### config.mk
export PLATFORM = sky130hd
export DESIGN_NAME = mqsf_device_flat
export DESIGN_NICKNAME = d
export VERILOG_FILES = /design/src/pkg/mqsf_pkg.sv /design/src/pkg/mqsf_if.sv /design/src/design/mqsf_device.sv /design/src/flat_wrapper.sv
export SDC_FILE = /design/constraint.sdc
export NUM_CORES = 2
export LEC_CHECK = 0
export BUFFER_PORTS_ARGS = -buffer_cell sky130_fd_sc_hd__buf_2
export CAP_MARGIN = 25
export CORE_ASPECT_RATIO = 1.1
export CORE_MARGIN = 1
export CORE_UTILIZATION = 45
export DETAILED_ROUTE_END_ITERATION = 8
export PLACE_DENSITY = 0.7
export RECOVER_POWER = 50
export SLEW_MARGIN = 30
export SYNTH_ARGS = -nofsm -noshare
export SYNTH_HDL_FRONTEND = slang
export SYNTH_SLANG_ARGS = --single-unit
### constraint.sdc
create_clock -name mclk -period 8.98 [get_ports mclk]
set_input_delay 2.245 -clock mclk [delete_from_list [all_inputs] [get_ports mclk]]
set_output_delay 2.245 -clock mclk [all_outputs]
set_load 0.005 [all_outputs]
### src/pkg/mqsf_pkg.sv
// shared constants and types for the multi-queue status-flag link
package mqsf_pkg;
  localparam int QSEL_W       = 3;   // queue field of a select bus
  localparam int DEVID_W      = 3;   // device field of a select bus
  localparam int SEL_W        = QSEL_W + DEVID_W;
  localparam int NUM_QUEUES   = 8;
  localparam int DATA_W       = 18;
  localparam int QUEUE_DEPTH  = 4;   // words per queue
  localparam int PTR_W        = 2;
  localparam int CNT_W        = 3;
  localparam int WSEL_LAT     = 2;   // select edge to full flag of new queue
  localparam int WR_OPEN_LAT  = 3;   // select edge to first allowed write
  localparam int RSEL_LAT     = 3;   // select edge to new queue's first word
  localparam int QSEL_LSB     = 0;
  localparam int DEVID_LSB    = 3;
  localparam logic FLAG_RST   = 1'b1; // both flags read inactive after reset
  typedef logic [SEL_W-1:0]  mqsf_sel_t;
  typedef logic [DATA_W-1:0] mqsf_data_t;
endpackage

### src/pkg/mqsf_if.sv
// link between the queue device and its system controller
`timescale 1ns/1ps
interface mqsf_if;
  import mqsf_pkg::*;
  logic       wr_sel_strobe;   // write_select_strobe
  logic [5:0] write_queue_select_bus;
  logic       wr_en;
  logic [17:0] wr_data;
  logic       wr_ready;
  logic       rd_sel_strobe;   // read_select_strobe
  logic [5:0] read_queue_select_bus;
  logic       rd_null_q;
  logic       rd_en;
  logic [17:0] rd_data;
  logic       full_o;
  logic       full_oe;
  logic       ovalid_o;
  logic       ovalid_oe;
  modport device (input wr_sel_strobe, write_queue_select_bus, wr_en, wr_data,
                  rd_sel_strobe, read_queue_select_bus, rd_null_q, rd_en,
                  output wr_ready, rd_data, full_o, full_oe, ovalid_o, ovalid_oe);
  modport ctrl (output wr_sel_strobe, write_queue_select_bus, wr_en, wr_data,
                rd_sel_strobe, read_queue_select_bus, rd_null_q, rd_en,
                input wr_ready, rd_data, full_o, full_oe, ovalid_o, ovalid_oe);
endinterface

### src/design/mqsf_device.sv
// queue device end: per-queue storage, active full and output-valid flags
// What this block and its controller do
// full kept per queue, active one output
// full shows new queue two edges after select
// writes to new queue allowed third edge on
// controller checks full before writing new queue
// full flag changes only on clock edge
// reads update full of any queue
// full driven only when write id matches
// same-device switches keep driving full flag
// system shares full line, one writer
// valid flag updates with output register load
// last word read raises flag next read
// new queue word appears three cycles later
// valid flag changes only on clock edge
// writes clear empty of any queue
// valid flag driven only when read id matches
// same-device switches keep driving valid flag
// system shares valid line, one reader
// six-bit read bus, queue and device fields
// null queue acts as empty queue
// full low means full, valid low valid
// write bus mirrors read bus layout
////////////////////////////////////////////////////////////////////////////
// write port timing, counted in edges after the select edge e0
//   e0: select taken, new queue field and id match latched
//   e1: full flag still shows the old queue status
//   e2: full flag switches to the new queue status
//   e3: first write into the new queue may be taken
// the full flag is frozen on the select edge and the next one, so the
// controller sees either the old queue or the new one, never a
// half-way value in between
//
// read port timing, counted the same way
//   e0: select taken, old queue kept as the draining queue
//   e1: old queue may still fall through to the output register
//   e2: old queue may still fall through to the output register
//   e3: new queue's first word and its validity are loaded
// if the new queue is empty or null at e3, the last word stays in
// the output register and the valid flag goes to invalid
//
// reset leaves the read port on the null queue, so no word falls
// through until software picks a real queue; without this, queue 0
// would be read behind the controller's back after reset
//
// limitation: a second read select inside the three-edge switch
// takes the queue field of the first select as the draining queue,
// so words of an earlier queue are not drained any further
//
// the flag drive enables are plain levels; the pads that turn them
// into a shared tri-state line live outside this block
////////////////////////////////////////////////////////////////////////////
`timescale 1ns/1ps
module mqsf_device
  import mqsf_pkg::*;
#(
  parameter int NQ    = NUM_QUEUES,
  parameter int DEPTH = QUEUE_DEPTH
) (
  input  wire logic         mclk,
  input  wire logic         resetn,
  input  wire logic [2:0]   device_id_bit,   // {bit2,bit1,bit0}, static straps
  mqsf_if.device            lnk
);
  import mqsf_pkg::*;

  typedef struct packed {
    logic [NQ-1:0][DEPTH-1:0][DATA_W-1:0] mem;
    logic [NQ-1:0][PTR_W-1:0] wp;
    logic [NQ-1:0][PTR_W-1:0] rp;
    logic [NQ-1:0][CNT_W-1:0] cnt;
    logic [QSEL_W-1:0] wq;        // active write queue
    logic [1:0]        wdly;      // cycles since write select
    logic              wsel_me;
    logic [QSEL_W-1:0] rq;        // active read queue
    logic              rnull;
    logic [QSEL_W-1:0] prq;       // queue drained during a read switch
    logic              prnull;    // draining queue was the null queue
    logic              rnew;      // next edge hands over to the new queue
    logic [1:0]        rdly;      // cycles since read select
    logic              rsel_me;
    logic [DATA_W-1:0] dout;
    logic              full_n;
    logic              oval_n;
    logic              wrdy;
  } mqsf_dev_st_t;

  mqsf_dev_st_t s_q, s_d;

  // id compare of the upper select field, used on both ports
  function automatic logic id_match(input logic [SEL_W-1:0] sel,
                                    input logic [2:0] id);
    return sel[DEVID_LSB +: DEVID_W] == id;
  endfunction

  ////////////////////////////////////////////////////////////////////////////
  // next state
  always_comb begin
    logic              do_wr;
    logic              do_rd;
    logic [QSEL_W-1:0] fq;
    logic              wfull;
    logic              rempty;
    s_d   = s_q;
    // write-port select: queue field latched, write window closed for 3 edges
    if (lnk.wr_sel_strobe) begin
      s_d.wq      = lnk.write_queue_select_bus[QSEL_LSB +: QSEL_W];
      s_d.wsel_me = id_match(lnk.write_queue_select_bus, device_id_bit);
      s_d.wdly    = 2'd0;
    end else if (s_q.wdly != 2'(WR_OPEN_LAT - 1)) begin
      s_d.wdly = s_q.wdly + 2'd1;
    end
    // writes only when window open, queue not full, device addressed
    wfull = s_q.cnt[s_q.wq] == CNT_W'(DEPTH);
    do_wr = lnk.wr_en && s_q.wsel_me && !lnk.wr_sel_strobe && !wfull &&
            s_q.wdly == 2'(WR_OPEN_LAT - 1);
    // read-port select; null queue behaves as empty
    if (lnk.rd_sel_strobe) begin
      // keep the old queue so its words still drain during the switch
      s_d.prq     = s_q.rq;
      s_d.prnull  = s_q.rnull;
      s_d.rnull   = lnk.rd_null_q;
      s_d.rq      = lnk.read_queue_select_bus[QSEL_LSB +: QSEL_W];
      s_d.rsel_me = lnk.rd_null_q ? s_q.rsel_me :
                    id_match(lnk.read_queue_select_bus, device_id_bit);
      s_d.rdly    = 2'd0;
    end else if (s_q.rdly != 2'(RSEL_LAT - 1)) begin
      s_d.rdly = s_q.rdly + 2'd1;
    end
    // one-shot marker: the edge after this one is the hand-over edge
    s_d.rnew = !lnk.rd_sel_strobe && s_q.rdly == 2'(RSEL_LAT - 2);
    // pipeline keeps draining old queue until the new one takes over
    if (s_q.rdly == 2'(RSEL_LAT - 1)) begin
      fq     = s_q.rq;
      rempty = s_q.rnull || s_q.cnt[s_q.rq] == '0;
    end else begin
      fq     = s_q.prq;
      rempty = s_q.prnull || s_q.cnt[s_q.prq] == '0;
    end
    // at hand-over the new word replaces the old one even if unread
    do_rd  = (lnk.rd_en || s_q.oval_n || s_q.rnew) && !rempty;
    // output register and its valid flag load together
    if (do_rd) begin
      s_d.dout   = s_q.mem[fq][s_q.rp[fq]];
      s_d.oval_n = 1'b0;
    end else if (lnk.rd_en || s_q.rnew) begin
      // old word stays put, but it no longer counts as valid
      s_d.oval_n = 1'b1;
    end
    // storage and per-queue counts, any queue on either port
    if (do_wr) begin
      s_d.mem[s_q.wq][s_q.wp[s_q.wq]] = lnk.wr_data;
      s_d.wp[s_q.wq] = s_q.wp[s_q.wq] + PTR_W'(1);
    end
    if (do_rd) s_d.rp[fq] = s_q.rp[fq] + PTR_W'(1);
    for (int i = 0; i < NQ; i++) begin
      if (do_wr && s_q.wq == QSEL_W'(i) && !(do_rd && fq == QSEL_W'(i)))
        s_d.cnt[i] = s_q.cnt[i] + CNT_W'(1);
      else if (do_rd && fq == QSEL_W'(i) && !(do_wr && s_q.wq == QSEL_W'(i)))
        s_d.cnt[i] = s_q.cnt[i] - CNT_W'(1);
    end
    // active full flag: new queue visible at second edge after select
    // frozen on the select edge and the one after it, so the old
    // queue status stands for exactly one more edge
    if (!lnk.wr_sel_strobe && s_q.wdly >= 2'(WSEL_LAT - 1))
      s_d.full_n = !(s_d.cnt[s_q.wq] == CNT_W'(DEPTH));
    // write window opens on the same edge the new full flag shows
    s_d.wrdy = s_d.wdly == 2'(WR_OPEN_LAT - 1) && s_d.wsel_me;
  end

  ////////////////////////////////////////////////////////////////////////////
  // register the state; flags change only here
  always_ff @(posedge mclk) begin
    if (!resetn) begin
      s_q         <= '0;
      s_q.full_n  <= FLAG_RST;
      s_q.oval_n  <= FLAG_RST;
      s_q.rnull   <= 1'b1;     // no queue picked yet: behave as null
      s_q.prnull  <= 1'b1;
      s_q.wdly    <= 2'(WR_OPEN_LAT - 1);
      s_q.rdly    <= 2'(RSEL_LAT - 1);
    end else begin
      s_q <= s_d;
    end
  end

  // tri-state enables follow the id match, no user control
  assign lnk.full_o    = s_q.full_n;
  assign lnk.full_oe   = s_q.wsel_me;
  assign lnk.ovalid_o  = s_q.oval_n;
  assign lnk.ovalid_oe = s_q.rsel_me;
  assign lnk.rd_data   = s_q.dout;
  assign lnk.wr_ready  = s_q.wrdy;
endmodule

### src/flat_wrapper.sv
// flat-port wrapper written by rule: the top's interface ports become plain ports
module mqsf_device_flat import mqsf_pkg::*;
#(
  parameter int NQ    = NUM_QUEUES,
  parameter int DEPTH = QUEUE_DEPTH
)
  (mclk, resetn, device_id_bit, lnk_wr_sel_strobe, lnk_write_queue_select_bus, lnk_wr_en, lnk_wr_data, lnk_rd_sel_strobe, lnk_read_queue_select_bus, lnk_rd_null_q, lnk_rd_en, lnk_wr_ready, lnk_rd_data, lnk_full_o, lnk_full_oe, lnk_ovalid_o, lnk_ovalid_oe);
  mqsf_if lnk_i ();
  input  wire logic mclk;
  input  wire logic resetn;
  input  wire logic [2:0] device_id_bit;
  input wire logic [$bits(lnk_i.wr_sel_strobe)-1:0] lnk_wr_sel_strobe;
  input wire logic [$bits(lnk_i.write_queue_select_bus)-1:0] lnk_write_queue_select_bus;
  input wire logic [$bits(lnk_i.wr_en)-1:0] lnk_wr_en;
  input wire logic [$bits(lnk_i.wr_data)-1:0] lnk_wr_data;
  input wire logic [$bits(lnk_i.rd_sel_strobe)-1:0] lnk_rd_sel_strobe;
  input wire logic [$bits(lnk_i.read_queue_select_bus)-1:0] lnk_read_queue_select_bus;
  input wire logic [$bits(lnk_i.rd_null_q)-1:0] lnk_rd_null_q;
  input wire logic [$bits(lnk_i.rd_en)-1:0] lnk_rd_en;
  output wire logic [$bits(lnk_i.wr_ready)-1:0] lnk_wr_ready;
  output wire logic [$bits(lnk_i.rd_data)-1:0] lnk_rd_data;
  output wire logic [$bits(lnk_i.full_o)-1:0] lnk_full_o;
  output wire logic [$bits(lnk_i.full_oe)-1:0] lnk_full_oe;
  output wire logic [$bits(lnk_i.ovalid_o)-1:0] lnk_ovalid_o;
  output wire logic [$bits(lnk_i.ovalid_oe)-1:0] lnk_ovalid_oe;
  assign lnk_i.wr_sel_strobe = lnk_wr_sel_strobe;
  assign lnk_i.write_queue_select_bus = lnk_write_queue_select_bus;
  assign lnk_i.wr_en = lnk_wr_en;
  assign lnk_i.wr_data = lnk_wr_data;
  assign lnk_i.rd_sel_strobe = lnk_rd_sel_strobe;
  assign lnk_i.read_queue_select_bus = lnk_read_queue_select_bus;
  assign lnk_i.rd_null_q = lnk_rd_null_q;
  assign lnk_i.rd_en = lnk_rd_en;
  assign lnk_wr_ready = lnk_i.wr_ready;
  assign lnk_rd_data = lnk_i.rd_data;
  assign lnk_full_o = lnk_i.full_o;
  assign lnk_full_oe = lnk_i.full_oe;
  assign lnk_ovalid_o = lnk_i.ovalid_o;
  assign lnk_ovalid_oe = lnk_i.ovalid_oe;
  mqsf_device #(.NQ(NQ), .DEPTH(DEPTH)) u_core (.mclk(mclk), .resetn(resetn), .device_id_bit(device_id_bit), .lnk(lnk_i));
endmodule
==> flow_summary.toml <==
[outcome]
outcome = "complete, but fails checks"
failed_checks = "capacitance limit, slew limit"

[setup_path]
critPathTopFamily = "buffers and inverters"
cp.arrival_ps = 6930
critPathLaunchType = "input port"
path_buf_inv = 3
worstPathRequired_ps = 9290
cp_max_fo = 215
critPathCaptureType = "flip-flop"
slowest_stage = "clkbuf_2"
crit_type = "input port to flip-flop"
cp_cell_sequence = "clkbuf_1, inv_8, clkbuf_2, nor2_1"
max_stage_delay_ps = 3130

[die]
rows = 99
io_pins = 63
start_util = 0.458
die_area_sq_mm = 0.0688
die_h_microns = 275
die_w_microns = 250
core_sq_mm = 0.0666

[yosys]
synth.ff_latch_count = 671
synthesis.area_sq_mm = 0.0305
syn_area_per_cell_sq_um = 9.83
synthesis.nets = 3166
synth-seq-area-share = 0.441
synth.distinct_cells = 67
synth_ff_type = "dfxtp_1"
async_flop_share = 0
ys_warn_count = 0
synth_edf_count = 0
syn_inst = 3103

[sta]
maxSlewViolCount = 357
min_period_ps = 6620
rsz0062_at_grt = "false"
timing.final.ws_setup_ps = 2360
min_period_over_period = 0.737
setup_violations = 0
skew_ps = 23.4
fmax_mhz = 151
setup-tns-final_ps = 0
max-slew-margin-rel = -1.99
hold_violations = 0
tightest_slew_ps = 4480

[global_route]
grt_overflow_total = 0
grt_pass1_vias = 21300
grtUsageMet2 = 0.396
antenna_found_initial = 1
grt_max_degree = 217
use_met3 = 0.0314
grt.total_usage = 0.229
grt_pass1_wl_microns = 125000
busiest_layer = "met2"
met1_usage = 0.293

[finish]
final_util = 0.502
final_area_sq_mm = 0.0335
synthToLayoutAreaGrowth_pct = 9.74
fillers = 6070
layout-drive-gt1-share = 0.127
stdcell_count = 3902
fin_nets = 3053

[clock_tree]
post_cts_buffers = 0
clockBufferDepth = 3
cts_root_buffer = "clkbuf_16"
tritoncts = "built"
clkTransAtPathRegs_ps = 60
htreeDepth = 3
cts_sinks = 671
hold_buffers = 0
numCtsBuffers = 72
cts-resized-gates = 0
insertion_delay_ps = 630

[power]
powerDensity_mw_per_mm2 = 191
p_leak_nw = 11.0
peakVddDrop_mv = 0.155

[placed_design]
port_buffers = 62
pre_cts_slack_ps = 3810
place_area_sq_mm = 0.0311
dp.cells = 3772
place.gp.congestion = 0.856
dpl.hpwl_microns = 48700

[detailed_routing]
wl_per_cell_microns = 20.5
num_vias = 22300
drcViolationCount = 0
ant_nets = 0
wl_microns = 79800
firstDrtPassIters = 5
drt_iter0_drc = 1919
viasPerCell = 5.71

[run]
maxCapViolCount = 5

[worst_hold_path]
hp-class = "flip-flop to flip-flop"
flip-flops by register name, summed over array words and instances, names as in the netlist:
signal / count
u_core.lnk.wr_ready: 1
u_core.lnk.full_oe: 1
u_core.lnk.rd_data: 18
u_core.lnk.full_o: 1
u_core.lnk.ovalid_oe: 1
u_core.s_q: 648
u_core.lnk.ovalid_o: 1
cell type report:
class                      instances  area, sq um  share of cell area
antenna                            1         2.50           0.0000748
sequential                       671        13400               0.401
inverter                          31          124             0.00370
multi-input combinational       2102        15800               0.472
timing repair buffer             112          689              0.0206
clock buffer                     103         2110              0.0630
tap                              858         1070              0.0321
clock inverter                    24          239             0.00714
worst register-to-register path, stage by stage (launching register included):
cell and delay, ps:
dfxtp_1 400, nand2b_1 570, mux2_1 2070, buf_4 680, mux4_2 620, mux2i_4 320
buf_4 650, nand2_1 180, and3_1 200, a311oi_1 210, a31oi_1 70, a211oi_1 270
metal layers:
layer | vias to the layer above | share of wire
met2 | 684 | 0.49
met1 | 11000 | 0.43
met3 | 136 | 0.054
met4 | 0 | 0.031
met5 | - | 0
li1 | 10500 | -
stage by stage:
step                      hold slack, ps  power, mW
after floorplan                      433       3.38
after global placement               438       3.49
after detailed placement             443       3.49
after CTS                            451       6.41
after global routing                 464       6.58
final                                452       6.38
power breakdown:
group          total (mW)  switching [mW]  internal [mW]  leakage, nW
sequential           3.03          0.0333           3.00         5.41
combinational       0.402           0.269          0.132         4.45
clock                2.95            1.25           1.70         1.15
placed cells by master, fill, tap and decap left out, drive strengths merged, types with 6 or more instances in the layout:
cell type / synthesis / final
and3: 41 / 41
a21oi: 96 / 96
clkinv: 0 / 14
a211oi: 32 / 32
mux2i: 542 / 542
a311oi: 26 / 26
mux4: 152 / 152
nand3: 44 / 44
nor2: 594 / 594
nand2: 343 / 343
and2: 15 / 15
nor3: 16 / 16
xnor2: 27 / 27
buf: 77 / 95
o21ai: 21 / 21
clkbuf: 222 / 120
nor4: 15 / 15
dfxtp: 671 / 671
nand2b: 6 / 6
xor2: 9 / 9
inv: 31 / 34
a31oi: 23 / 23
nor4b: 9 / 9
ha: 23 / 23
maj3: 9 / 9
logic make-up after synthesis:
logic type / share of synthesized area
fa+ha+maj: 0.0124
simple gates: 0.150
compound gates: 0.0507
xor+xnor: 0.0106
buf+inv: 0.0440
mux: 0.291
flops: 0.441
cells in the mapped netlist, types with 3 or more instances:
| library cell | number | share of area |
|---|---|---|
| dfxtp_1 | 671 | 0.44 |
| nor2_1 | 593 | 0.073 |
| mux2i_1 | 542 | 0.18 |
| nand2_1 | 343 | 0.042 |
| clkbuf_1 | 222 | 0.027 |
| mux4_2 | 152 | 0.11 |
| a21oi_1 | 96 | 0.016 |
| nand3_1 | 44 | 0.0072 |
| and3_1 | 41 | 0.0084 |
| a211oi_1 | 32 | 0.0079 |
| inv_1 | 31 | 0.0038 |
| buf_1 | 30 | 0.0037 |
| buf_2 | 29 | 0.0048 |
| xnor2_1 | 26 | 0.0075 |
| a311oi_1 | 25 | 0.0072 |
| a31oi_1 | 23 | 0.0047 |
| ha_1 | 23 | 0.0094 |
| o21ai_0 | 19 | 0.0031 |
| buf_4 | 18 | 0.0044 |
| and2_1 | 15 | 0.0031 |
| nor3_1 | 15 | 0.0025 |
| nor4_1 | 13 | 0.0027 |
| maj3_1 | 9 | 0.0030 |
| xor2_1 | 9 | 0.0026 |
| nor4b_1 | 8 | 0.0023 |
| nand2b_1 | 6 | 0.0012 |
| o22ai_1 | 5 | 0.0010 |
| a221oi_1 | 3 | 0.00086 |
| nor2b_1 | 3 | 0.00062 |
| o41ai_1 | 3 | 0.00086 |
| or3_1 | 3 | 0.00062 |
final timing paths:
check / cells past startpoint / slack [ps] / from / to
worst max-delay path: 4 / 2360 / resetn / u_core.s_q[666]
worst max register to register: 11 / 2560 / u_core.s_q[22] / u_core.lnk.rd_data[14]
worst min-delay path: 2 / 450 / u_core.s_q[340] / u_core.s_q[340]
worst min register to register: 2 / 450 / u_core.s_q[340] / u_core.s_q[340]
Power figures use the tool's default switching activity.
